## src/ptvl_params.svh

```systemverilog
// constants for the trip voting block: register map, field positions, votes
// assumes it is included by bare name from the package and the top module
`ifndef PTVL_PARAMS_SVH
`define PTVL_PARAMS_SVH

// register byte addresses
`define PTVL_ADDR_CTRL 12'h000
`define PTVL_ADDR_CMD 12'h004
`define PTVL_ADDR_STATUS 12'h008
`define PTVL_ADDR_CAUSE 12'h00C

// control register fields (level switches)
`define PTVL_CTRL_IR_CHBYP 1:0
`define PTVL_CTRL_SR_CHBYP 3:2
`define PTVL_CTRL_SR_REINST 5:4
`define PTVL_CTRL_RESET 32'h0000_0000

// command register bits (write one, self clearing)
`define PTVL_CMD_PRLOW_BYP 0
`define PTVL_CMD_IR_BLOCK 1
`define PTVL_CMD_SR_BYP 2
`define PTVL_CMD_UNBYPASS 3
`define PTVL_CMD_TRIP_RESET 4

// coincidence votes
`define PTVL_PR_TRIP_VOTE 3'h2
`define PTVL_P10_VOTE 3'h2
`define PTVL_LOOP_VOTE 3'h2

`endif

```

## src/ptvl_pkg.sv

```systemverilog
// types shared by the trip voting block and its bench
// assumes ptvl_params.svh is on the include path
`include "ptvl_params.svh"

package ptvl_pkg;

   // bistable levels from the analog channels, high means tripped or above
   typedef struct packed {
      logic [3:0] prHigh;
      logic [3:0] prLow;
      logic [3:0] prRate;
      logic [3:0] prP10;
      logic [1:0] irTrip;
      logic [1:0] irP6;
      logic [1:0] srTrip;
      logic [2:0] otDelta;
      logic [2:0] opDelta;
      logic [2:0] pzrLowPress;
      logic [2:0] pzrHighPress;
      logic [2:0] pzrHighLevel;
      logic lowPowerPermit;
   } ptvl_chan_t;

   // plant-facing outputs, one bit per train or per channel
   typedef struct packed {
      logic [1:0] tripBreaker;
      logic [1:0] turbineTrip;
      logic [1:0] irChanAnn;
      logic [1:0] srChanAnn;
   } ptvl_out_t;

   // sticky record of which functions asked for a trip
   typedef struct packed {
      logic prHigh;
      logic prLow;
      logic prRate;
      logic irHigh;
      logic srHigh;
      logic otDelta;
      logic opDelta;
      logic pzrLow;
      logic pzrHigh;
      logic pzrLevel;
   } ptvl_cause_t;

endpackage

```

## src/ptvl_top.sv

```systemverilog
// coincidence voting, permissives and bypasses for the overpower,
// thermal overpower and pressurizer trips of a two-train protection set.
// assumes bistable inputs are synchronous to mclk and APB is the host path.
// Notes on behaviour
// RULE_01 - two of four power range high trips
// RULE_02 - high setting always active, never bypassed
// RULE_03 - low setting bypass only with P10 present
// RULE_04 - losing P10 cancels low setting bypass
// RULE_05 - either intermediate channel trips the reactor
// RULE_06 - intermediate block needs P10, dropped without
// RULE_07 - intermediate channel bypass, annunciated
// RULE_08 - either source range channel trips
// RULE_09 - source bypass needs P6, dropped without
// RULE_10 - P10 automatically bypasses source range
// RULE_11 - each reinstate switch serves one train
// RULE_12 - source channel bypass, annunciated
// RULE_13 - two of four flux rate, unbypassable
// RULE_14 - overtemperature comparators voted per loop
// RULE_15 - overpower comparators voted per loop
// RULE_16 - low pressure blocked below P7
// RULE_17 - high pressure never blocked
// RULE_18 - high level blocked below P7
// RULE_19 - reactor trip also trips the turbine
// RULE_20 - trips latch, reset only once cleared
// RULE_21 - each train ORs its functions independently
`timescale 1ns/1ps
`default_nettype none
`include "ptvl_params.svh"

module ptvl_top
   import ptvl_pkg::*;
(
   // clock and reset
   input wire logic mclk,
   input wire logic rst_b,
   // apb slave
   input wire logic psel,
   input wire logic penable,
   input wire logic pwrite,
   input wire logic [11:0] paddr,
   input wire logic [31:0] pwdata,
   output logic [31:0] prdata,
   output logic pready,
   output logic pslverr,
   // bistable and permissive levels
   input wire ptvl_chan_t chanIn,
   // breakers, turbine and annunciation
   output var ptvl_out_t plantOut
);

   logic [31:0] ctrl;
   logic [1:0] irChanByp;
   logic [1:0] srChanByp;
   logic [1:0] srReinstate;
   logic wrEn;
   logic cmdWr;
   logic mapped;
   logic prLowReq;
   logic irBlockReq;
   logic srBypReq;
   logic unbypassReq;
   logic tripResetReq;
   logic p10;
   logic p6;
   logic prLowByp;
   logic irBlock;
   logic srManByp;
   logic prHighD;
   logic prLowD;
   logic rateD;
   logic irD;
   logic srRaw;
   logic otD;
   logic opD;
   logic pzrLowD;
   logic pzrHighD;
   logic pzrLevelD;
   logic commonD;
   logic [1:0] srD;
   logic [1:0] demand;
   logic [1:0] tripReg;
   ptvl_cause_t causeNow;
   ptvl_cause_t cause;

   // number of asserted bits among up to four
   function automatic logic [2:0] ptvl_count(input logic [3:0] v);
      logic [2:0] n;
      n = 3'h0;
      for (int i = 0; i < 4; i++)
      begin
         n = n + {2'h0, v[i]};
      end
      return n;
   endfunction

   // bus decode; zero wait states keep every answer one access cycle long
   assign pready = 1'b1;
   assign wrEn = psel & penable & pwrite;
   assign mapped = (paddr == `PTVL_ADDR_CTRL) || (paddr == `PTVL_ADDR_CMD) ||
                   (paddr == `PTVL_ADDR_STATUS) || (paddr == `PTVL_ADDR_CAUSE);
   assign pslverr = psel & penable & ~mapped;
   assign cmdWr = wrEn & (paddr == `PTVL_ADDR_CMD);
   assign prLowReq = cmdWr & pwdata[`PTVL_CMD_PRLOW_BYP];
   assign irBlockReq = cmdWr & pwdata[`PTVL_CMD_IR_BLOCK];
   assign srBypReq = cmdWr & pwdata[`PTVL_CMD_SR_BYP];
   assign unbypassReq = cmdWr & pwdata[`PTVL_CMD_UNBYPASS];
   assign tripResetReq = cmdWr & pwdata[`PTVL_CMD_TRIP_RESET];

   assign irChanByp = ctrl[`PTVL_CTRL_IR_CHBYP];
   assign srChanByp = ctrl[`PTVL_CTRL_SR_CHBYP];
   assign srReinstate = ctrl[`PTVL_CTRL_SR_REINST];

   // control register of operator switch levels
   always_ff @(posedge mclk)
   begin
      if (!rst_b)
      begin
         ctrl <= `PTVL_CTRL_RESET;
      end
      else if (wrEn && (paddr == `PTVL_ADDR_CTRL))
      begin
         ctrl <= {26'h000_0000, pwdata[5:0]};
      end
   end

   // read data is captured in the setup cycle so it comes from a flop
   always_ff @(posedge mclk)
   begin
      if (!rst_b)
      begin
         prdata <= 32'h0000_0000;
      end
      else if (psel && !penable)
      begin
         unique case (paddr)
            `PTVL_ADDR_CTRL:
            begin
               prdata <= ctrl;
            end
            `PTVL_ADDR_STATUS:
            begin
               prdata <= {18'h0_0000, chanIn.lowPowerPermit, p6, p10, srManByp, irBlock, prLowByp,
                          srD, plantOut.srChanAnn, plantOut.irChanAnn, tripReg};
            end
            `PTVL_ADDR_CAUSE:
            begin
               prdata <= {22'h00_0000, cause};
            end
            default:
            begin
               prdata <= 32'h0000_0000;
            end
         endcase
      end
   end

   // permissives
   assign p10 = ptvl_count(chanIn.prP10) >= `PTVL_P10_VOTE;
   assign p6 = |chanIn.irP6;

   // low setting bypass; loss of P10 outranks any request
   always_ff @(posedge mclk)
   begin
      if (!rst_b)
      begin
         prLowByp <= 1'b0;
      end
      else if (!p10)
      begin
         prLowByp <= 1'b0; // [RULE_04]
      end
      else if (prLowReq)
      begin
         prLowByp <= 1'b1; // [RULE_03]
      end
      else if (unbypassReq)
      begin
         prLowByp <= 1'b0;
      end
   end

   // intermediate range block
   always_ff @(posedge mclk)
   begin
      if (!rst_b)
      begin
         irBlock <= 1'b0;
      end
      else if (!p10)
      begin
         irBlock <= 1'b0; // [RULE_06]
      end
      else if (irBlockReq)
      begin
         irBlock <= 1'b1; // [RULE_06]
      end
      else if (unbypassReq)
      begin
         irBlock <= 1'b0;
      end
   end

   // source range manual bypass
   always_ff @(posedge mclk)
   begin
      if (!rst_b)
      begin
         srManByp <= 1'b0;
      end
      else if (!p6)
      begin
         srManByp <= 1'b0; // [RULE_09]
      end
      else if (srBypReq)
      begin
         srManByp <= 1'b1; // [RULE_09]
      end
      else if (unbypassReq)
      begin
         srManByp <= 1'b0;
      end
   end

   // function demands; setpoints are formed upstream, only comparators arrive here
   assign prHighD = ptvl_count(chanIn.prHigh) >= `PTVL_PR_TRIP_VOTE; // [RULE_01] [RULE_02]
   assign prLowD = (ptvl_count(chanIn.prLow) >= `PTVL_PR_TRIP_VOTE) & ~prLowByp; // [RULE_03]
   assign rateD = ptvl_count(chanIn.prRate) >= `PTVL_PR_TRIP_VOTE; // [RULE_13]
   assign irD = |(chanIn.irTrip & ~irChanByp) & ~irBlock; // [RULE_05] [RULE_07]
   assign srRaw = |(chanIn.srTrip & ~srChanByp) & ~srManByp; // [RULE_08] [RULE_12]
   assign otD = ptvl_count({1'b0, chanIn.otDelta}) >= `PTVL_LOOP_VOTE; // [RULE_14]
   assign opD = ptvl_count({1'b0, chanIn.opDelta}) >= `PTVL_LOOP_VOTE; // [RULE_15]
   assign pzrLowD = (ptvl_count({1'b0, chanIn.pzrLowPress}) >= `PTVL_LOOP_VOTE) &
                    chanIn.lowPowerPermit; // [RULE_16]
   assign pzrHighD = ptvl_count({1'b0, chanIn.pzrHighPress}) >= `PTVL_LOOP_VOTE; // [RULE_17]
   assign pzrLevelD = (ptvl_count({1'b0, chanIn.pzrHighLevel}) >= `PTVL_LOOP_VOTE) &
                      chanIn.lowPowerPermit; // [RULE_18]

   assign commonD = prHighD | prLowD | rateD | irD | otD | opD | pzrLowD | pzrHighD | pzrLevelD;

   assign causeNow = '{prHigh: prHighD, prLow: prLowD, prRate: rateD, irHigh: irD,
                       srHigh: |srD, otDelta: otD, opDelta: opD, pzrLow: pzrLowD,
                       pzrHigh: pzrHighD, pzrLevel: pzrLevelD};

   // sticky causes; a fresh demand wins over the reset command
   always_ff @(posedge mclk)
   begin
      if (!rst_b)
      begin
         cause <= '0;
      end
      else if (tripResetReq)
      begin
         cause <= causeNow;
      end
      else
      begin
         cause <= cause | causeNow;
      end
   end

   // each train ORs the shared votes with its own source range demand and latches on its own so one failed train cannot hold the other
   for (genvar t = 0; t < 2; t++)
   begin : g_train
      // P10 bypasses source range unless this train's reinstate switch is on
      assign srD[t] = srRaw & ~(p10 & ~srReinstate[t]); // [RULE_10] [RULE_11]
      assign demand[t] = commonD | srD[t]; // [RULE_21]

      always_ff @(posedge mclk)
      begin
         if (!rst_b)
         begin
            tripReg[t] <= 1'b0;
         end
         else if (demand[t])
         begin
            tripReg[t] <= 1'b1; // [RULE_20]
         end
         else if (tripResetReq)
         begin
            tripReg[t] <= 1'b0; // [RULE_20]
         end
      end
   end

   // plant outputs from flops; turbine follows the breaker demand
   always_ff @(posedge mclk)
   begin
      if (!rst_b)
      begin
         plantOut <= '0;
      end
      else
      begin
         plantOut.tripBreaker <= tripReg; // [RULE_21]
         plantOut.turbineTrip <= tripReg; // [RULE_19]
         plantOut.irChanAnn <= irChanByp; // [RULE_07]
         plantOut.srChanAnn <= srChanByp; // [RULE_12]
      end
   end
endmodule
`default_nettype wire

```

## config.mk

```make
export PLATFORM = sky130hd
export DESIGN_NAME = ptvl_top
export DESIGN_NICKNAME = d
export VERILOG_FILES = /design/src/ptvl_pkg.sv /design/src/ptvl_top.sv
export VERILOG_INCLUDE_DIRS = /design/src
export SDC_FILE = /design/constraint.sdc
export NUM_CORES = 1
export LEC_CHECK = 0
export BUFFER_PORTS_ARGS = -buffer_cell sky130_fd_sc_hd__buf_4
export CORE_MARGIN = 3
export CORE_UTILIZATION = 42
export DETAILED_ROUTE_END_ITERATION = 10
export GPL_ROUTABILITY_DRIVEN = 0
export PLACE_DENSITY = 0.88
export SLEW_MARGIN = 20
export SYNTH_ARGS = -nofsm -noshare
export SYNTH_HDL_FRONTEND = slang
export SYNTH_SLANG_ARGS = --single-unit
```

## constraint.sdc

```tcl
create_clock -name mclk -period 2.24 [get_ports mclk]
set_input_delay 0.112 -clock mclk [delete_from_list [all_inputs] [get_ports mclk]]
set_output_delay 0.112 -clock mclk [all_outputs]
set_load 0.03 [all_outputs]
```

==> summary.md <==
| Metric | Value |
|---|---|
| Sink Count | `41` |
| Synth cell types | `38` |
| Multiplexer area fraction after synthesis | `8.06%` |
| Antenna violations before repair | `0` |
| Critical path data arrival time | `1.82 ns` |
| Synthesized area | `0.00208 mm2` |
| Final nets | `410` |
| HP Class | `input port to flop` |
| Final worst slack | `0.641 ns` |
| Area Overhead vs Synth | `33.1%` |
| Status | `finished clean` |
| Vias per Instance | `5.00` |
| CP bufs+invs | `1` |
| CTS clk-pin slew, worst paths | `0.08 ns` |
| CP Data Required Time | `2.47 ns` |
| Share of post-route cells with drive strength above 1 | `32.4%` |
| Core box area | `0.00456 mm2` |
| CP Class | `input port to flop` |
| Crit share post-route | `71.4%` |
| Mapped Cells | `237` |
| Max frequency | `0.625 GHz` |
| Vias in the first global route | `1903` |
| Post-CTS Setup Inserts | `0` |
| RSZ-0062 raised after global routing | `false` |
| Antenna viol nets, final | `0` |
| GRT Residual Overflow | `0` |
| Worst skew pair latency | `0.30 ns` |
| Post-Synth Adder-Cell Area | `6.86%` |
| CP max FO | `6` |
| Top delay family on crit path | `simple AND/OR/NAND/NOR gates` |
| Max transition margin | `60.8%` |
| Die Width | `76.4 um` |
| Max-Cap Viols | `0` |
| Fill count | `428` |
| Post_cts resized | `0` |
| H-tree levels | `2` |
| Final hold slack | `0.0563 ns` |
| Fin crit period | `1.60 ns` |
| Cts hold-fix bufs | `0` |
| Number of diodes | `0` |
| Register area share after synthesis | `39.5%` |
| Setup slack after placement | `0.329 ns` |
| Met2 WL post-DR | `2660 um` |
| Placed Cells | `372` |
| Slowest cell on the critical path | `or4_4` |
| Yosys warnings | `0` |
| Buffers added on ports | `83` |
| Routed WL per cell | `13.8 um` |
| Ys async rst share | `0%` |
| Multi-input logic area | `0.00106 mm2` |
| Highest cell delay on the worst timing path | `0.55 ns` |
| Final WL | `5240 um` |
| Io pins | `129` |
| Final count of pins violating max slew | `0` |
| Drc violations | `0` |
| Number of cell rows | `24` |
| Top_reg_cell synth | `dfxtp_1` |
| Wl on met1 | `2000 um` |
| Via count | `1901` |
| CTS buffer count | `5` |
| Synth Area in XOR/XNOR | `0%` |
| Critical path cell sequence | `buf_4 -> or4_4 -> nor4_1 -> nand3_1 -> o31ai_1` |
| Post-Syn Area per Cell | `8.77 um2` |
| FF/Latch Area | `821 um2` |
| Post-synth EDFFs | `0` |
| PwrDens | `599 mW/mm2` |
| Post-DP HPWL | `4140 um` |
| Worst Skew | `0.0116 ns` |
| Simple-gate portion of the synthesized area | `17.4%` |
| Static leakage | `1.30 nW` |
| Die outline height | `76.4 um` |
| Finished Core Util | `60.6%` |
| Initial DRC count | `109` |
| Critical path endpoint category | `flop` |
| Clock buffer depth | `2` |
| Setup_tns | `0 ns` |
| CTS tree | `yes` |
| Worst Tran Pin Value | `0.587 ns` |
| TritonRoute pass-1 iters | `4` |
| Largest net degree at the start of global routing | `22` |
| DR top layer | `met4` |
| Combinational family with the most area after synthesis | `simple AND/OR/NAND/NOR gates` |
| Final setup violation count | `0` |
| Die area | `0.00583 mm2` |
| Commonest non-fill, non-tap cell in the layout | `buf_4` |
| Critical Path Start Type | `input port` |
| Complex-gate fraction of the synthesized area | `15.3%` |
| Overall Global Routing Usage | `18.2%` |
| Seq cells post-synth | `41` |
| Final Hold Viols | `0` |
| Peak supply drop | `341 uV` |
| Clk root buf | `clkbuf_8` |
| Commonest non-fill, non-tap cells in the layout | `buf_4, dfxtp_1, nand2_1` |
| Initial core utilization | `45.6%` |
| Post-route insts no fill | `380` |
| First-pass GRT wire length | `8520 um` |
| Met3 Routed Length | `495 um` |
-- state kept, by name (all words and copies together) (netlist names) --
name and flops:
srManByp 1, ctrl 6, prdata 14, irBlock 1, plantOut 6, cause 10, prLowByp 1, tripReg 2
-- worst paths after layout --
check | startpoint | to | slack (ns) | cells past startpoint
hold reg to reg | cause[3] | cause[3] | 0.45 | 2
hold / removal | pwdata[5] | ctrl[5] | 0.06 | 3
setup reg to reg | ctrl[3] | prdata[7] | 0.95 | 4
setup / recovery | paddr[9] | prdata[1] | 0.64 | 5
-- where the power goes --
| group | switching (mW) | internal (mW) |
|---|---|---|
| combinational | 0.155 | 0.127 |
| sequential | 0.0106 | 0.748 |
| clock | 0.254 | 0.363 |
| total | 0.420 | 1.24 |
-- routing by layer --
metal  vias up  track usage (%)
met5         -                0
met1       870             19.9
met3        12             6.86
li1        927                -
met2        92             31.8
met4         0             6.70
-- stage by stage --
stage | cell area [um2] | total power [mW]
2_1_floorplan | 2140 | 0.963
3_3_place_gp | 2650 | 1.05
3_5_place_dp | 2650 | 1.06
4_1_cts | 2770 | 1.66
5_1_grt | 2770 | 1.73
6_report | 2770 | 1.66
-- synth_stat cells, types with 2 or more instances --
cell type,instances,area (um2)
a221oi_1,2,17.5
dfxtp_1,41,821
fa_1,4,80.1
ha_1,5,62.6
o22ai_1,3,18.8
mux2_2,6,67.6
nor2_1,11,41.3
a31oi_1,2,12.5
a22o_1,2,17.5
a21oi_1,19,95.1
inv_1,15,56.3
buf_4,21,158
nand2b_1,6,37.5
or4_4,3,33.8
mux2i_1,10,100
o21ai_0,11,55.1
a22oi_1,6,45.0
nor4_1,3,18.8
and2_1,4,25.0
nor2b_1,3,18.8
clkbuf_1,6,22.5
nand3_1,4,20.0
nand2_1,32,120
buf_1,2,7.51
conb_1,2,7.51
a32o_1,2,20.0
-- cell type report --
type | count | share of cell area (%)
Clock buffer | 7 | 3.12
Clock inverter | 1 | 1.08
Inverter | 15 | 2.03
Multi-Input combinational cell | 167 | 38.4
Sequential cell | 41 | 29.7
Tap cell | 65 | 2.94
Timing Repair Buffer | 84 | 22.8
-- worst min-delay path, delay by kind of cell --
kind	cells	cell delay [ns]
buffers and inverters	1	0.11
AND/OR/NAND/NOR	1	0.04
multiplexers	1	0.05
-- kinds of logic (layout without fill, tap and decap cells) --
logic type      after synthesis  count (layout)
simple gates                 72              72
other cells                   2              19
buf+inv                      46             107
fa+ha+maj                     9               9
mux                          16              16
flops                        41              41
compound gates               51              51
Note: power is estimated with default switching activity, not from simulation.
